File: src/core/swsr_pkg.sv
// shared constants and types for the window, status and setup register bank
package swsr_pkg;
	localparam logic [6:0] OFF_XEND_H = 7'h05;
	localparam logic [6:0] OFF_XEND_L = 7'h06;
	localparam logic [6:0] OFF_YEND_H = 7'h07;
	localparam logic [6:0] OFF_YEND_L = 7'h08;
	localparam logic [6:0] OFF_DARK_H = 7'h09;
	localparam logic [6:0] OFF_DARK_L = 7'h0a;
	localparam logic [6:0] OFF_BLACK_H = 7'h0b;
	localparam logic [6:0] OFF_BLACK_L = 7'h0c;
	localparam logic [6:0] OFF_CLIP = 7'h0d;
	localparam logic [6:0] OFF_SETUP = 7'h10;

	localparam logic [8:0] XEND_RST = 9'h167;
	localparam logic [8:0] YEND_RST = 9'h125;
	localparam logic [7:0] SETUP_RST = 8'h09;
	localparam logic [7:0] SETUP_RD_MASK = 8'hcb;

	localparam int SET_LP = 0;
	localparam int SET_SLP = 1;
	localparam int SET_SRST = 2;
	localparam int SET_RATE = 3;
	localparam int CLIP_X = 0;
	localparam int CLIP_Y = 1;

	localparam logic [3:0] DIV_CIF = 4'h4;
	localparam logic [3:0] DIV_TV = 4'h2;
	localparam logic [3:0] DIV_QCIF = 4'h8;
	localparam logic [8:0] W_FULL = 9'h164;
	localparam logic [8:0] H_FULL = 9'h124;
	localparam logic [8:0] W_NTSC = 9'h132;
	localparam logic [8:0] H_NTSC = 9'h0f4;
	localparam logic [8:0] W_QCIF = 9'h0b4;
	localparam logic [8:0] H_QCIF = 9'h094;
	localparam logic [8:0] LL_CIF25 = 9'h1f4;
	localparam logic [8:0] LL_CIF30 = 9'h1a0;
	localparam logic [8:0] LL_PAL = 9'h1c6;
	localparam logic [8:0] LL_NTSC = 9'h16c;
	localparam logic [8:0] LL_Q25 = 9'h0fa;
	localparam logic [8:0] LL_Q30 = 9'h0d0;
	localparam logic [8:0] FL_CIF = 9'h140;
	localparam logic [8:0] FL_PAL = 9'h138;
	localparam logic [8:0] FL_NTSC = 9'h106;
	localparam logic [8:0] FL_QCIF = 9'h0a0;

	localparam int SUB_GRP_LOG2 = 2;
	localparam logic [3:0] SPL_LOG2_FULL = 4'h8;
	localparam logic [3:0] SPL_LOG2_QCIF = 4'h7;
	localparam logic [3:0] DATA_IDLE = 4'hf;

	typedef enum logic [1:0] {
		SWSR_CIF = 2'b00,
		SWSR_TV = 2'b01,
		SWSR_PAN = 2'b10,
		SWSR_SUB = 2'b11
	} swsr_mode_t;

	typedef struct packed {
		logic [3:0] div;
		logic [8:0] width;
		logic [8:0] height;
		logic [8:0] line_len;
		logic [8:0] field_len;
		logic field_alt;
	} swsr_timing_t;

	typedef struct packed {
		logic [8:0] x;
		logic [8:0] y;
	} swsr_xy_t;

	typedef struct packed {
		swsr_xy_t start;
		swsr_xy_t stop;
	} swsr_win_t;
endpackage

File: src/core/swsr_line_avg.sv
// signed average of pixel samples over a power-of-two number of lines
module swsr_line_avg #(
	parameter int DW = 12,
	parameter int SPL_LOG2 = 8
) (
	input wire logic ref_clk_i,
	input wire logic rst_i,
	input wire logic srst_i,
	input wire logic start_i,
	input wire logic samp_vld_i,
	input wire logic signed [DW-1:0] samp_i,
	input wire logic line_end_i,
	input wire logic [1:0] lines_log2_i,
	input wire logic [3:0] spl_log2_i,
	output logic signed [DW-1:0] avg_o,
	output logic busy_o
);
	import swsr_pkg::*;

	localparam int SW = DW + SPL_LOG2 + 3;

	if (DW < 2 || SPL_LOG2 < 1 || SPL_LOG2 > 14) begin : g_chk
		$error("swsr_line_avg: unsupported width or sample count");
	end

	typedef enum logic {AVG_IDLE = 1'b0, AVG_ACC = 1'b1} swsr_avg_st_t;

	swsr_avg_st_t state;
	logic signed [SW-1:0] sum;
	logic [SPL_LOG2:0] scnt;
	logic [3:0] lcnt;

	// a sample count above SPL_LOG2 wraps the limit to zero and no sample is taken
	wire [SPL_LOG2:0] spl_lim = {{SPL_LOG2{1'b0}}, 1'b1} << spl_log2_i;
	wire [3:0] lines_lim = 4'h1 << lines_log2_i;
	wire take = state == AVG_ACC && samp_vld_i && scnt < spl_lim;
	wire signed [SW-1:0] next_sum = sum + (take ? SW'(samp_i) : SW'(0));
	wire last = state == AVG_ACC && line_end_i && (lcnt + 4'h1) == lines_lim;
	wire [4:0] shift = {3'b000, lines_log2_i} + {1'b0, spl_log2_i};
	wire signed [SW-1:0] quot = next_sum >>> shift;

	assign busy_o = state == AVG_ACC;

	always_ff @(posedge ref_clk_i or posedge rst_i) begin
		if (rst_i) begin
			state <= AVG_IDLE;
			sum <= '0;
			scnt <= '0;
			lcnt <= '0;
			avg_o <= '0;
		end else if (srst_i) begin
			// soft reset is synchronous so it stays out of the asynchronous reset path
			state <= AVG_IDLE;
			sum <= '0;
			scnt <= '0;
			lcnt <= '0;
			avg_o <= '0;
		end else begin
			case (state)
				AVG_IDLE: begin
					if (start_i) begin
						sum <= '0;
						scnt <= '0;
						lcnt <= '0;
						state <= AVG_ACC;
					end
				end
				AVG_ACC: begin
					sum <= next_sum;
					scnt <= line_end_i ? '0 : scnt + (SPL_LOG2+1)'(take);
					lcnt <= line_end_i ? lcnt + 4'h1 : lcnt;
					if (last) begin
						avg_o <= quot[DW-1:0]; // RULE_03 RULE_04
						state <= AVG_IDLE;
					end
				end
				default: state <= AVG_IDLE;
			endcase
		end
	end
endmodule

File: src/core/swsr_regs.sv
// window end, calibration average, clip status and main setup register bank
// Summary of operation
// RULE_01 - window end column, 9 bits, default 359
// RULE_02 - window end row, 9 bits, default 293
// RULE_03 - dark average over 1/2/4 lines, signed 12
// RULE_04 - black average over 4/8 lines, reset zero
// RULE_05 - clip bit 0 when x offset clips
// RULE_06 - clip bit 1 for y; upper bits zero
// RULE_07 - low power: array down, bus F, set
// RULE_08 - sleep: array in reset, bus F
// RULE_09 - soft reset bit restores defaults, self-clears
// RULE_10 - bit 3 picks 25 or 30 fps
// RULE_11 - bits 7:6 select the timing mode
// RULE_12 - pan/tilt: QCIF window from offset registers
// RULE_13 - sub-sample: keep alternate groups of four
// RULE_14 - CIF: divide 4, 500/416 line, 320
// RULE_15 - PAL/NTSC: divide 2, TV line, fields
// RULE_16 - QCIF: divide 8, 250/208 line, 160
// RULE_17 - clip flags follow applied window values
module swsr_regs #(
	parameter int AVG_W = 12
) (
	input wire logic ref_clk_i,
	input wire logic rst_i,
	input wire logic reg_wr_i,
	input wire logic reg_rd_i,
	input wire logic [6:0] reg_addr_i,
	input wire logic [7:0] reg_wdata_i,
	output logic [7:0] reg_rdata_o,
	input wire logic frame_start_i,
	input wire swsr_pkg::swsr_xy_t win_off_i,
	output swsr_pkg::swsr_win_t win_o,
	output swsr_pkg::swsr_timing_t timing_o,
	output logic subsample_o,
	output logic array_pwr_dn_o,
	output logic array_rst_o,
	output logic soft_rst_o,
	input wire logic [3:0] vid_nib_i,
	output logic [3:0] data_o,
	input wire logic [8:0] pix_col_i,
	input wire logic [8:0] pix_row_i,
	output logic pix_keep_o,
	input wire logic dark_start_i,
	input wire logic black_start_i,
	input wire logic dark_line_i,
	input wire logic samp_vld_i,
	input wire logic signed [AVG_W-1:0] samp_i,
	input wire logic line_end_i,
	input wire logic [1:0] dark_lines_i,
	input wire logic black_lines_i
);
	import swsr_pkg::*;

	if (AVG_W != 12) begin : g_chk
		$error("swsr_regs: averages are read as a 4-bit and an 8-bit field");
	end

	function automatic swsr_timing_t timing_of(input swsr_mode_t m, input logic r30);
		swsr_timing_t t;
		t = '0;
		case (m)
			SWSR_CIF: begin
				t = '{DIV_CIF, W_FULL, H_FULL, r30 ? LL_CIF30 : LL_CIF25, FL_CIF, 1'b0}; // RULE_14
			end
			SWSR_TV: begin
				t.div = DIV_TV; // RULE_15
				t.width = r30 ? W_NTSC : W_FULL;
				t.height = r30 ? H_NTSC : H_FULL;
				t.line_len = r30 ? LL_NTSC : LL_PAL;
				t.field_len = r30 ? FL_NTSC : FL_PAL;
				t.field_alt = 1'b1;
			end
			default: begin
				t = '{DIV_QCIF, W_QCIF, H_QCIF, r30 ? LL_Q30 : LL_Q25, FL_QCIF, 1'b0}; // RULE_16
			end
		endcase
		return t;
	endfunction

	// returns {clipped, start, stop}; a window wider than the limit starts at zero
	function automatic logic [18:0] clip_of(input logic [8:0] off, input logic [8:0] size,
			input logic [8:0] lim);
		logic [9:0] need;
		logic [8:0] st;
		logic hit;
		need = {1'b0, off} + {1'b0, size} - 10'h001;
		hit = need > {1'b0, lim};
		st = !hit ? off : (lim >= size - 9'h001) ? lim - size + 9'h001 : 9'h000;
		return {hit, st, hit ? lim : need[8:0]};
	endfunction

	function automatic logic grp_kept(input logic [8:0] v);
		return !v[SUB_GRP_LOG2];
	endfunction

	logic [8:0] xend;
	logic [8:0] yend;
	logic [7:0] setup;
	logic [1:0] clip;
	logic srst;
	logic signed [AVG_W-1:0] dark_avg;
	logic signed [AVG_W-1:0] black_avg;

	wire wr_xh = reg_wr_i && reg_addr_i == OFF_XEND_H;
	wire wr_xl = reg_wr_i && reg_addr_i == OFF_XEND_L;
	wire wr_yh = reg_wr_i && reg_addr_i == OFF_YEND_H;
	wire wr_yl = reg_wr_i && reg_addr_i == OFF_YEND_L;
	wire wr_set = reg_wr_i && reg_addr_i == OFF_SETUP;
	wire next_srst = wr_set && reg_wdata_i[SET_SRST] && !srst;

	wire swsr_mode_t mode = swsr_mode_t'(setup[7:6]); // RULE_11
	wire rate30 = setup[SET_RATE]; // RULE_10
	wire swsr_timing_t next_timing = timing_of(mode, rate30);
	wire [18:0] cx = clip_of(win_off_i.x, next_timing.width, xend); // RULE_12
	wire [18:0] cy = clip_of(win_off_i.y, next_timing.height, yend);
	wire qcif = mode == SWSR_PAN || mode == SWSR_SUB;
	wire blank = setup[SET_LP] || setup[SET_SLP];
	wire next_keep = mode != SWSR_SUB || (grp_kept(pix_col_i) && grp_kept(pix_row_i));

	wire [7:0] rd_mux =
		reg_addr_i == OFF_XEND_H ? {7'h00, xend[8]} :
		reg_addr_i == OFF_XEND_L ? xend[7:0] :
		reg_addr_i == OFF_YEND_H ? {7'h00, yend[8]} :
		reg_addr_i == OFF_YEND_L ? yend[7:0] :
		reg_addr_i == OFF_DARK_H ? {4'h0, dark_avg[11:8]} :
		reg_addr_i == OFF_DARK_L ? dark_avg[7:0] :
		reg_addr_i == OFF_BLACK_H ? {4'h0, black_avg[11:8]} :
		reg_addr_i == OFF_BLACK_L ? black_avg[7:0] :
		reg_addr_i == OFF_CLIP ? {6'h00, clip} : // RULE_06
		reg_addr_i == OFF_SETUP ? (setup & SETUP_RD_MASK) : 8'h00;

	// soft reset takes one cycle so the write that asked for it is itself discarded
	always_ff @(posedge ref_clk_i or posedge rst_i) begin
		if (rst_i) begin
			srst <= 1'b0;
		end else begin
			srst <= next_srst; // RULE_09
		end
	end

	always_ff @(posedge ref_clk_i or posedge rst_i) begin
		if (rst_i) begin
			xend <= XEND_RST;
			yend <= YEND_RST;
			setup <= SETUP_RST;
		end else if (srst) begin
			xend <= XEND_RST; // RULE_01 RULE_09
			yend <= YEND_RST; // RULE_02
			setup <= SETUP_RST; // RULE_07 RULE_08 RULE_10
		end else begin
			xend[8] <= wr_xh ? reg_wdata_i[0] : xend[8]; // RULE_01
			xend[7:0] <= wr_xl ? reg_wdata_i : xend[7:0];
			yend[8] <= wr_yh ? reg_wdata_i[0] : yend[8]; // RULE_02
			yend[7:0] <= wr_yl ? reg_wdata_i : yend[7:0];
			setup <= wr_set ? (reg_wdata_i & SETUP_RD_MASK) : setup;
		end
	end

	// the window and its clip flags move together only at a frame boundary or a soft reset
	always_ff @(posedge ref_clk_i or posedge rst_i) begin
		if (rst_i) begin
			clip <= 2'b00;
			win_o <= '0;
		end else if (srst) begin
			clip <= 2'b00;
			win_o <= '0;
		end else if (frame_start_i) begin
			clip <= {cy[18], cx[18]}; // RULE_05 RULE_06 RULE_17
			win_o <= '{'{cx[17:9], cy[17:9]}, '{cx[8:0], cy[8:0]}};
		end
	end

	always_ff @(posedge ref_clk_i or posedge rst_i) begin
		if (rst_i) begin
			timing_o <= '0;
			subsample_o <= 1'b0;
			data_o <= DATA_IDLE;
			pix_keep_o <= 1'b1;
			reg_rdata_o <= 8'h00;
		end else begin
			timing_o <= next_timing; // RULE_14 RULE_15 RULE_16
			subsample_o <= mode == SWSR_SUB;
			data_o <= blank ? DATA_IDLE : vid_nib_i; // RULE_07 RULE_08
			pix_keep_o <= next_keep; // RULE_13
			reg_rdata_o <= reg_rd_i ? rd_mux : reg_rdata_o;
		end
	end

	assign array_pwr_dn_o = setup[SET_LP]; // RULE_07
	assign array_rst_o = setup[SET_SLP]; // RULE_08
	assign soft_rst_o = srst;

	swsr_line_avg #(
		.DW(AVG_W),
		.SPL_LOG2(8)
	) u_dark (
		.ref_clk_i(ref_clk_i),
		.rst_i(rst_i),
		.srst_i(srst),
		.start_i(dark_start_i),
		.samp_vld_i(samp_vld_i && dark_line_i),
		.samp_i(samp_i),
		.line_end_i(line_end_i && dark_line_i),
		.lines_log2_i(dark_lines_i == 2'b11 ? 2'b10 : dark_lines_i), // RULE_03
		.spl_log2_i(qcif ? SPL_LOG2_QCIF : SPL_LOG2_FULL),
		.avg_o(dark_avg),
		.busy_o()
	);

	swsr_line_avg #(
		.DW(AVG_W),
		.SPL_LOG2(8)
	) u_black (
		.ref_clk_i(ref_clk_i),
		.rst_i(rst_i),
		.srst_i(srst),
		.start_i(black_start_i),
		.samp_vld_i(samp_vld_i && !dark_line_i),
		.samp_i(samp_i),
		.line_end_i(line_end_i && !dark_line_i),
		.lines_log2_i({1'b1, black_lines_i}), // RULE_04
		.spl_log2_i(qcif ? SPL_LOG2_QCIF : SPL_LOG2_FULL),
		.avg_o(black_avg),
		.busy_o()
	);
endmodule

File: config.mk
export PLATFORM = sky130hd
export DESIGN_NAME = swsr_regs
export DESIGN_NICKNAME = d
export VERILOG_FILES = /design/src/core/swsr_pkg.sv /design/src/core/swsr_line_avg.sv /design/src/core/swsr_regs.sv
export SDC_FILE = /design/constraint.sdc
export NUM_CORES = 1
export LEC_CHECK = 0
export BUFFER_PORTS_ARGS = -buffer_cell sky130_fd_sc_hd__buf_2
export CAP_MARGIN = 20
export CELL_PAD_IN_SITES_DETAIL_PLACEMENT = 1
export CELL_PAD_IN_SITES_GLOBAL_PLACEMENT = 2
export CORE_MARGIN = 2
export CORE_UTILIZATION = 37
export CTS_CLUSTER_SIZE = 8
export DETAILED_ROUTE_END_ITERATION = 10
export PLACE_DENSITY_LB_ADDON = 0.1
export SYNTH_ARGS = -nofsm -noshare
export SYNTH_HDL_FRONTEND = slang
export SYNTH_HIERARCHICAL = 1
export SYNTH_SLANG_ARGS = --single-unit
File: constraint.sdc
create_clock -name ref_clk_i -period 7.9 [get_ports ref_clk_i]
set_clock_uncertainty 0.15 [all_clocks]
set_input_delay 1.58 -clock ref_clk_i [delete_from_list [all_inputs] [get_ports ref_clk_i]]
set_output_delay 1.58 -clock ref_clk_i [all_outputs]
set_load 0.02 [all_outputs]
==> results.md <==
* Post-synth EDFFs at 0
* Clk buf depth at 2
* # port buffers at around 150
* Nets at around 2400
* WL final at around 60000 um
* Hold path startpoint: win_o[2]
* Worst r2r src: setup[7]
* Top-area cell type share of the netlist area at 25.2%
* Largest net degree at the start of global routing at 77
* FMAX at between 0.15 and 0.2 GHz
* I/O pins at between 150 and 200
* DRT antenna net count at 0
* Netlist cell types at 109
* Total number of vias at ~16000
* WL met1 at 28600 um
* Leakage at roughly 8.4 nW
* Die X-Extent at about 220 um
* Post-synth ARST share at 100%
* Top FF cell, synth: dfrtp_1
* Post-synthesis register bit count at around 190
* Vias in the first global route at around 17000
* Hold Buf Count CTS at 0
* Status: complete, no violations
* Worst Path Max Fanout at 16
* Setup bufs post-CTS at 0
* Placed Instances at 2749
* # clock sinks at 191
* DRT Pass-1 Iters at 5
* R2R setup slack at between 1.5 and 2 ns
* Area leader, netlist: dfrtp_1
* Final Critical Period at around 6.3 ns
* Full die area at 0.0485 mm2
* R2R Path End: u_black/avg_o[7]
* Max-cap violation count at 0
* Design Power at between 5 and 6 mW
* Required @ worst endpoint at between 8 and 9 ns
* Row count at 79
* Congestion Overflow GR at 0
* Max Used Layer: met5
* Hold violation total from the final report at 0
* Core area at roughly 0.046 mm2
* Crit path kind: flop to flop
* Layout cell share with drive strength beyond 1 at 14.2%
* Worst skew pair latency at just over 0.5 ns
* CTS buffer count at 17
* Crit path arrival time at approximately 6.6 ns
* Initial antenna violation count at 1
* CTS tree: built
* Post-route setup TNS at 0 ns
* H-Tree Depth at 4
* HPWL after DPL at approximately 47000 um
* N_diodes at 0
* Initial Util at about 37%
* Met2 wire len at about 29000 um
* CP startpoint kind: flop
* Drt initial violations at about 1100
* Multi-input gate area at ~0.012 mm2
* GP Congestion at a little under 0.9
* Average via count per standard cell at between 5 and 6
* Mapped cell area at about 0.017 mm2
* WHS Endpoint: win_o[2]
* GRT Total Usage at around a quarter
* Avg Inst Size Synth at 8.27 um2
* Sequential fraction of the synthesis area at 27.8%
* Root buffer cell: clkbuf_16
* Hold Crit Class: flop to flop
* RSZ-0062 raised after global routing: no
* Final cell count without fillers at ~2800
* Hold Path Stages at 2
* Crit. End Element: flop
* Worst Max-Slew Pin Slew at around 1.0 ns
* Syn-to-layout area delta at 10.1%
* Number of fill cells at between 5000 and 6000
* Clock transition at the registers of the reported paths at roughly 0.090 ns
* CTS resizes at 0
* Drt wl/cell at approximately 22 um
* Worst-case reg-to-reg path depth at 22
* PwrDens at approximately 300 mW/mm2
* DRC Markers at 0
* Syn. warnings at 6
* First-pass GRT wire length at between 90000 and 100000 um
* Peak VDD IR at 0.190 mV
* Fin. max-slew vios at 0
* Min Hold Slack at 0.335 ns
* WL met3 at 2180 um
* Die outline height at approximately 220 um
* Ranking of synthesized cells by area: dfrtp_1 25%, ha_1 10%, nand2_1 5.5%
* Post-synthesis cell count at 2089
* Final setup violation count at 0
* Register area at about 0.0048 mm2
* Post-route clock period utilization at between 70% and 80%
* Rel. slew slack at 31.2%
-- cell usage after synthesis, types with 21 or more instances --
| library cell | count |
|---|---|
| nor2_1 | 171 |
| clkbuf_1 | 79 |
| nand2_1 | 252 |
| o211ai_1 | 34 |
| o21ai_0 | 114 |
| nor2b_1 | 25 |
| a31oi_1 | 23 |
| ha_1 | 138 |
| xnor2_1 | 44 |
| a22o_1 | 35 |
| nor3_1 | 45 |
| mux2i_1 | 44 |
| buf_4 | 27 |
| a211oi_1 | 33 |
| nand4_1 | 26 |
| a21o_1 | 28 |
| a21oi_1 | 114 |
| nand3_1 | 100 |
| and2_1 | 37 |
| inv_1 | 90 |
| nand2b_1 | 21 |
| dfrtp_1 | 174 |
| xor2_1 | 30 |
-- state kept, by name, indices dropped and copies added (netlist names), 5 cells and up --
name / flops
u_black/avg_o: 12
timing_o: 17
u_dark/avg_o: 12
u_black/sum: 23
u_dark/scnt: 9
xend: 9
reg_rdata_o: 8
setup: 5
yend: 9
win_o: 36
u_dark/sum: 23
u_black/scnt: 9
-- kinds of logic (layout without fill, tap and decap cells) --
kind of cell | count (synthesis) | count (layout) | share of synthesized area [%]
mux | 62 | 62 | 4.33
xor+xnor | 77 | 77 | 4.03
simple gates | 753 | 753 | 20.6
fa+ha+maj | 148 | 148 | 11.1
flops | 191 | 191 | 27.8
compound gates | 626 | 626 | 26.1
other cells | 2 | 17 | 0.0435
buf+inv | 230 | 302 | 5.99
-- how the worst max path moves through the flow --
stage,cells past startpoint,from,endpoint
floorplan,23,setup[7],u_dark/avg_o[4]
CTS,22,setup[7],u_black/avg_o[7]
finish,22,setup[7],u_black/avg_o[7]
global route,22,setup[7],u_black/avg_o[7]
detailed placement,15,dark_line_i,u_dark/avg_o[4]
global placement,15,dark_line_i,u_dark/avg_o[4]
-- cell type report --
| cell class | instances | share of cell area (%) |
|---|---|---|
| Multi-Input combinational cell | 1683 | 60.6 |
| Tap cell | 607 | 3.99 |
| Timing Repair Buffer | 178 | 5.08 |
| Sequential cell | 191 | 25.2 |
| Clock buffer | 17 | 2.23 |
| Clock inverter | 15 | 1.08 |
| Inverter | 92 | 1.83 |
-- per-layer routing --
metal / up-vias / track usage (%)
met2: 291 / 43.1
met3: 57 / 3.55
li1: 7834 / -
met4: 2 / 6.60
met1: 8297 / 34.6
met5: - / 0
-- critical path: stages (launching register included) --
cell,delay (ns)
dfrtp_2,0.44
inv_1,0.52
nor2_1,0.15
nand3_1,0.13
ha_1,0.26
a21oi_1,0.16
nand2_1,0.08
a211oi_2,0.28
nor2_1,0.07
nor2_1,0.52
and2_1,0.22
ha_1,0.17
inv_1,0.06
fa_1,0.39
nand2b_1,0.22
a211oi_4,0.38
o211a_1,0.31
or2_2,0.20
xor2_2,0.36
mux2i_1,0.26
mux2_2,0.36
a211o_1,0.30
o31ai_1,0.19
-- power breakdown --
part | switching, mW | leakage, nW | internal [mW] | total (mW)
sequential | 0.212 | 2.36 | 1.26 | 1.48
combinational | 2.04 | 5.77 | 1.20 | 3.25
clock | 0.513 | 0.299 | 0.437 | 0.951
-- metrics by stage --
step                worst slack (ns)  area [um2]  util (%)
floorplan                       1.93       17300         -
global placement                1.68       18400      39.6
detailed placement              1.63       18400      39.7
CTS                             1.65       19000      41.0
global route                    1.23       19000      41.1
finish                          1.61       19000      41.1
-- cell usage in the layout, fill, tap and decap left out, types with 18 or more instances in the layout --
cell type / netlist / final
and2_1: 37 / 37
nand4_1: 26 / 26
nand3_1: 100 / 100
o21a_1: 18 / 18
ha_1: 138 / 138
buf_4: 27 / 28
nand2b_1: 21 / 21
nor3_1: 45 / 43
xnor2_1: 44 / 43
a21oi_1: 114 / 114
inv_1: 90 / 87
nor2b_1: 25 / 23
o21ai_0: 114 / 113
a22o_1: 35 / 35
xor2_1: 30 / 30
nor2_1: 171 / 170
buf_2: 18 / 149
nand2_1: 252 / 252
mux2i_1: 44 / 44
a21o_1: 28 / 28
dfrtp_1: 174 / 172
o211ai_1: 34 / 34
a31oi_1: 23 / 23
a211oi_1: 33 / 33
Power figures use the tool's default switching activity.
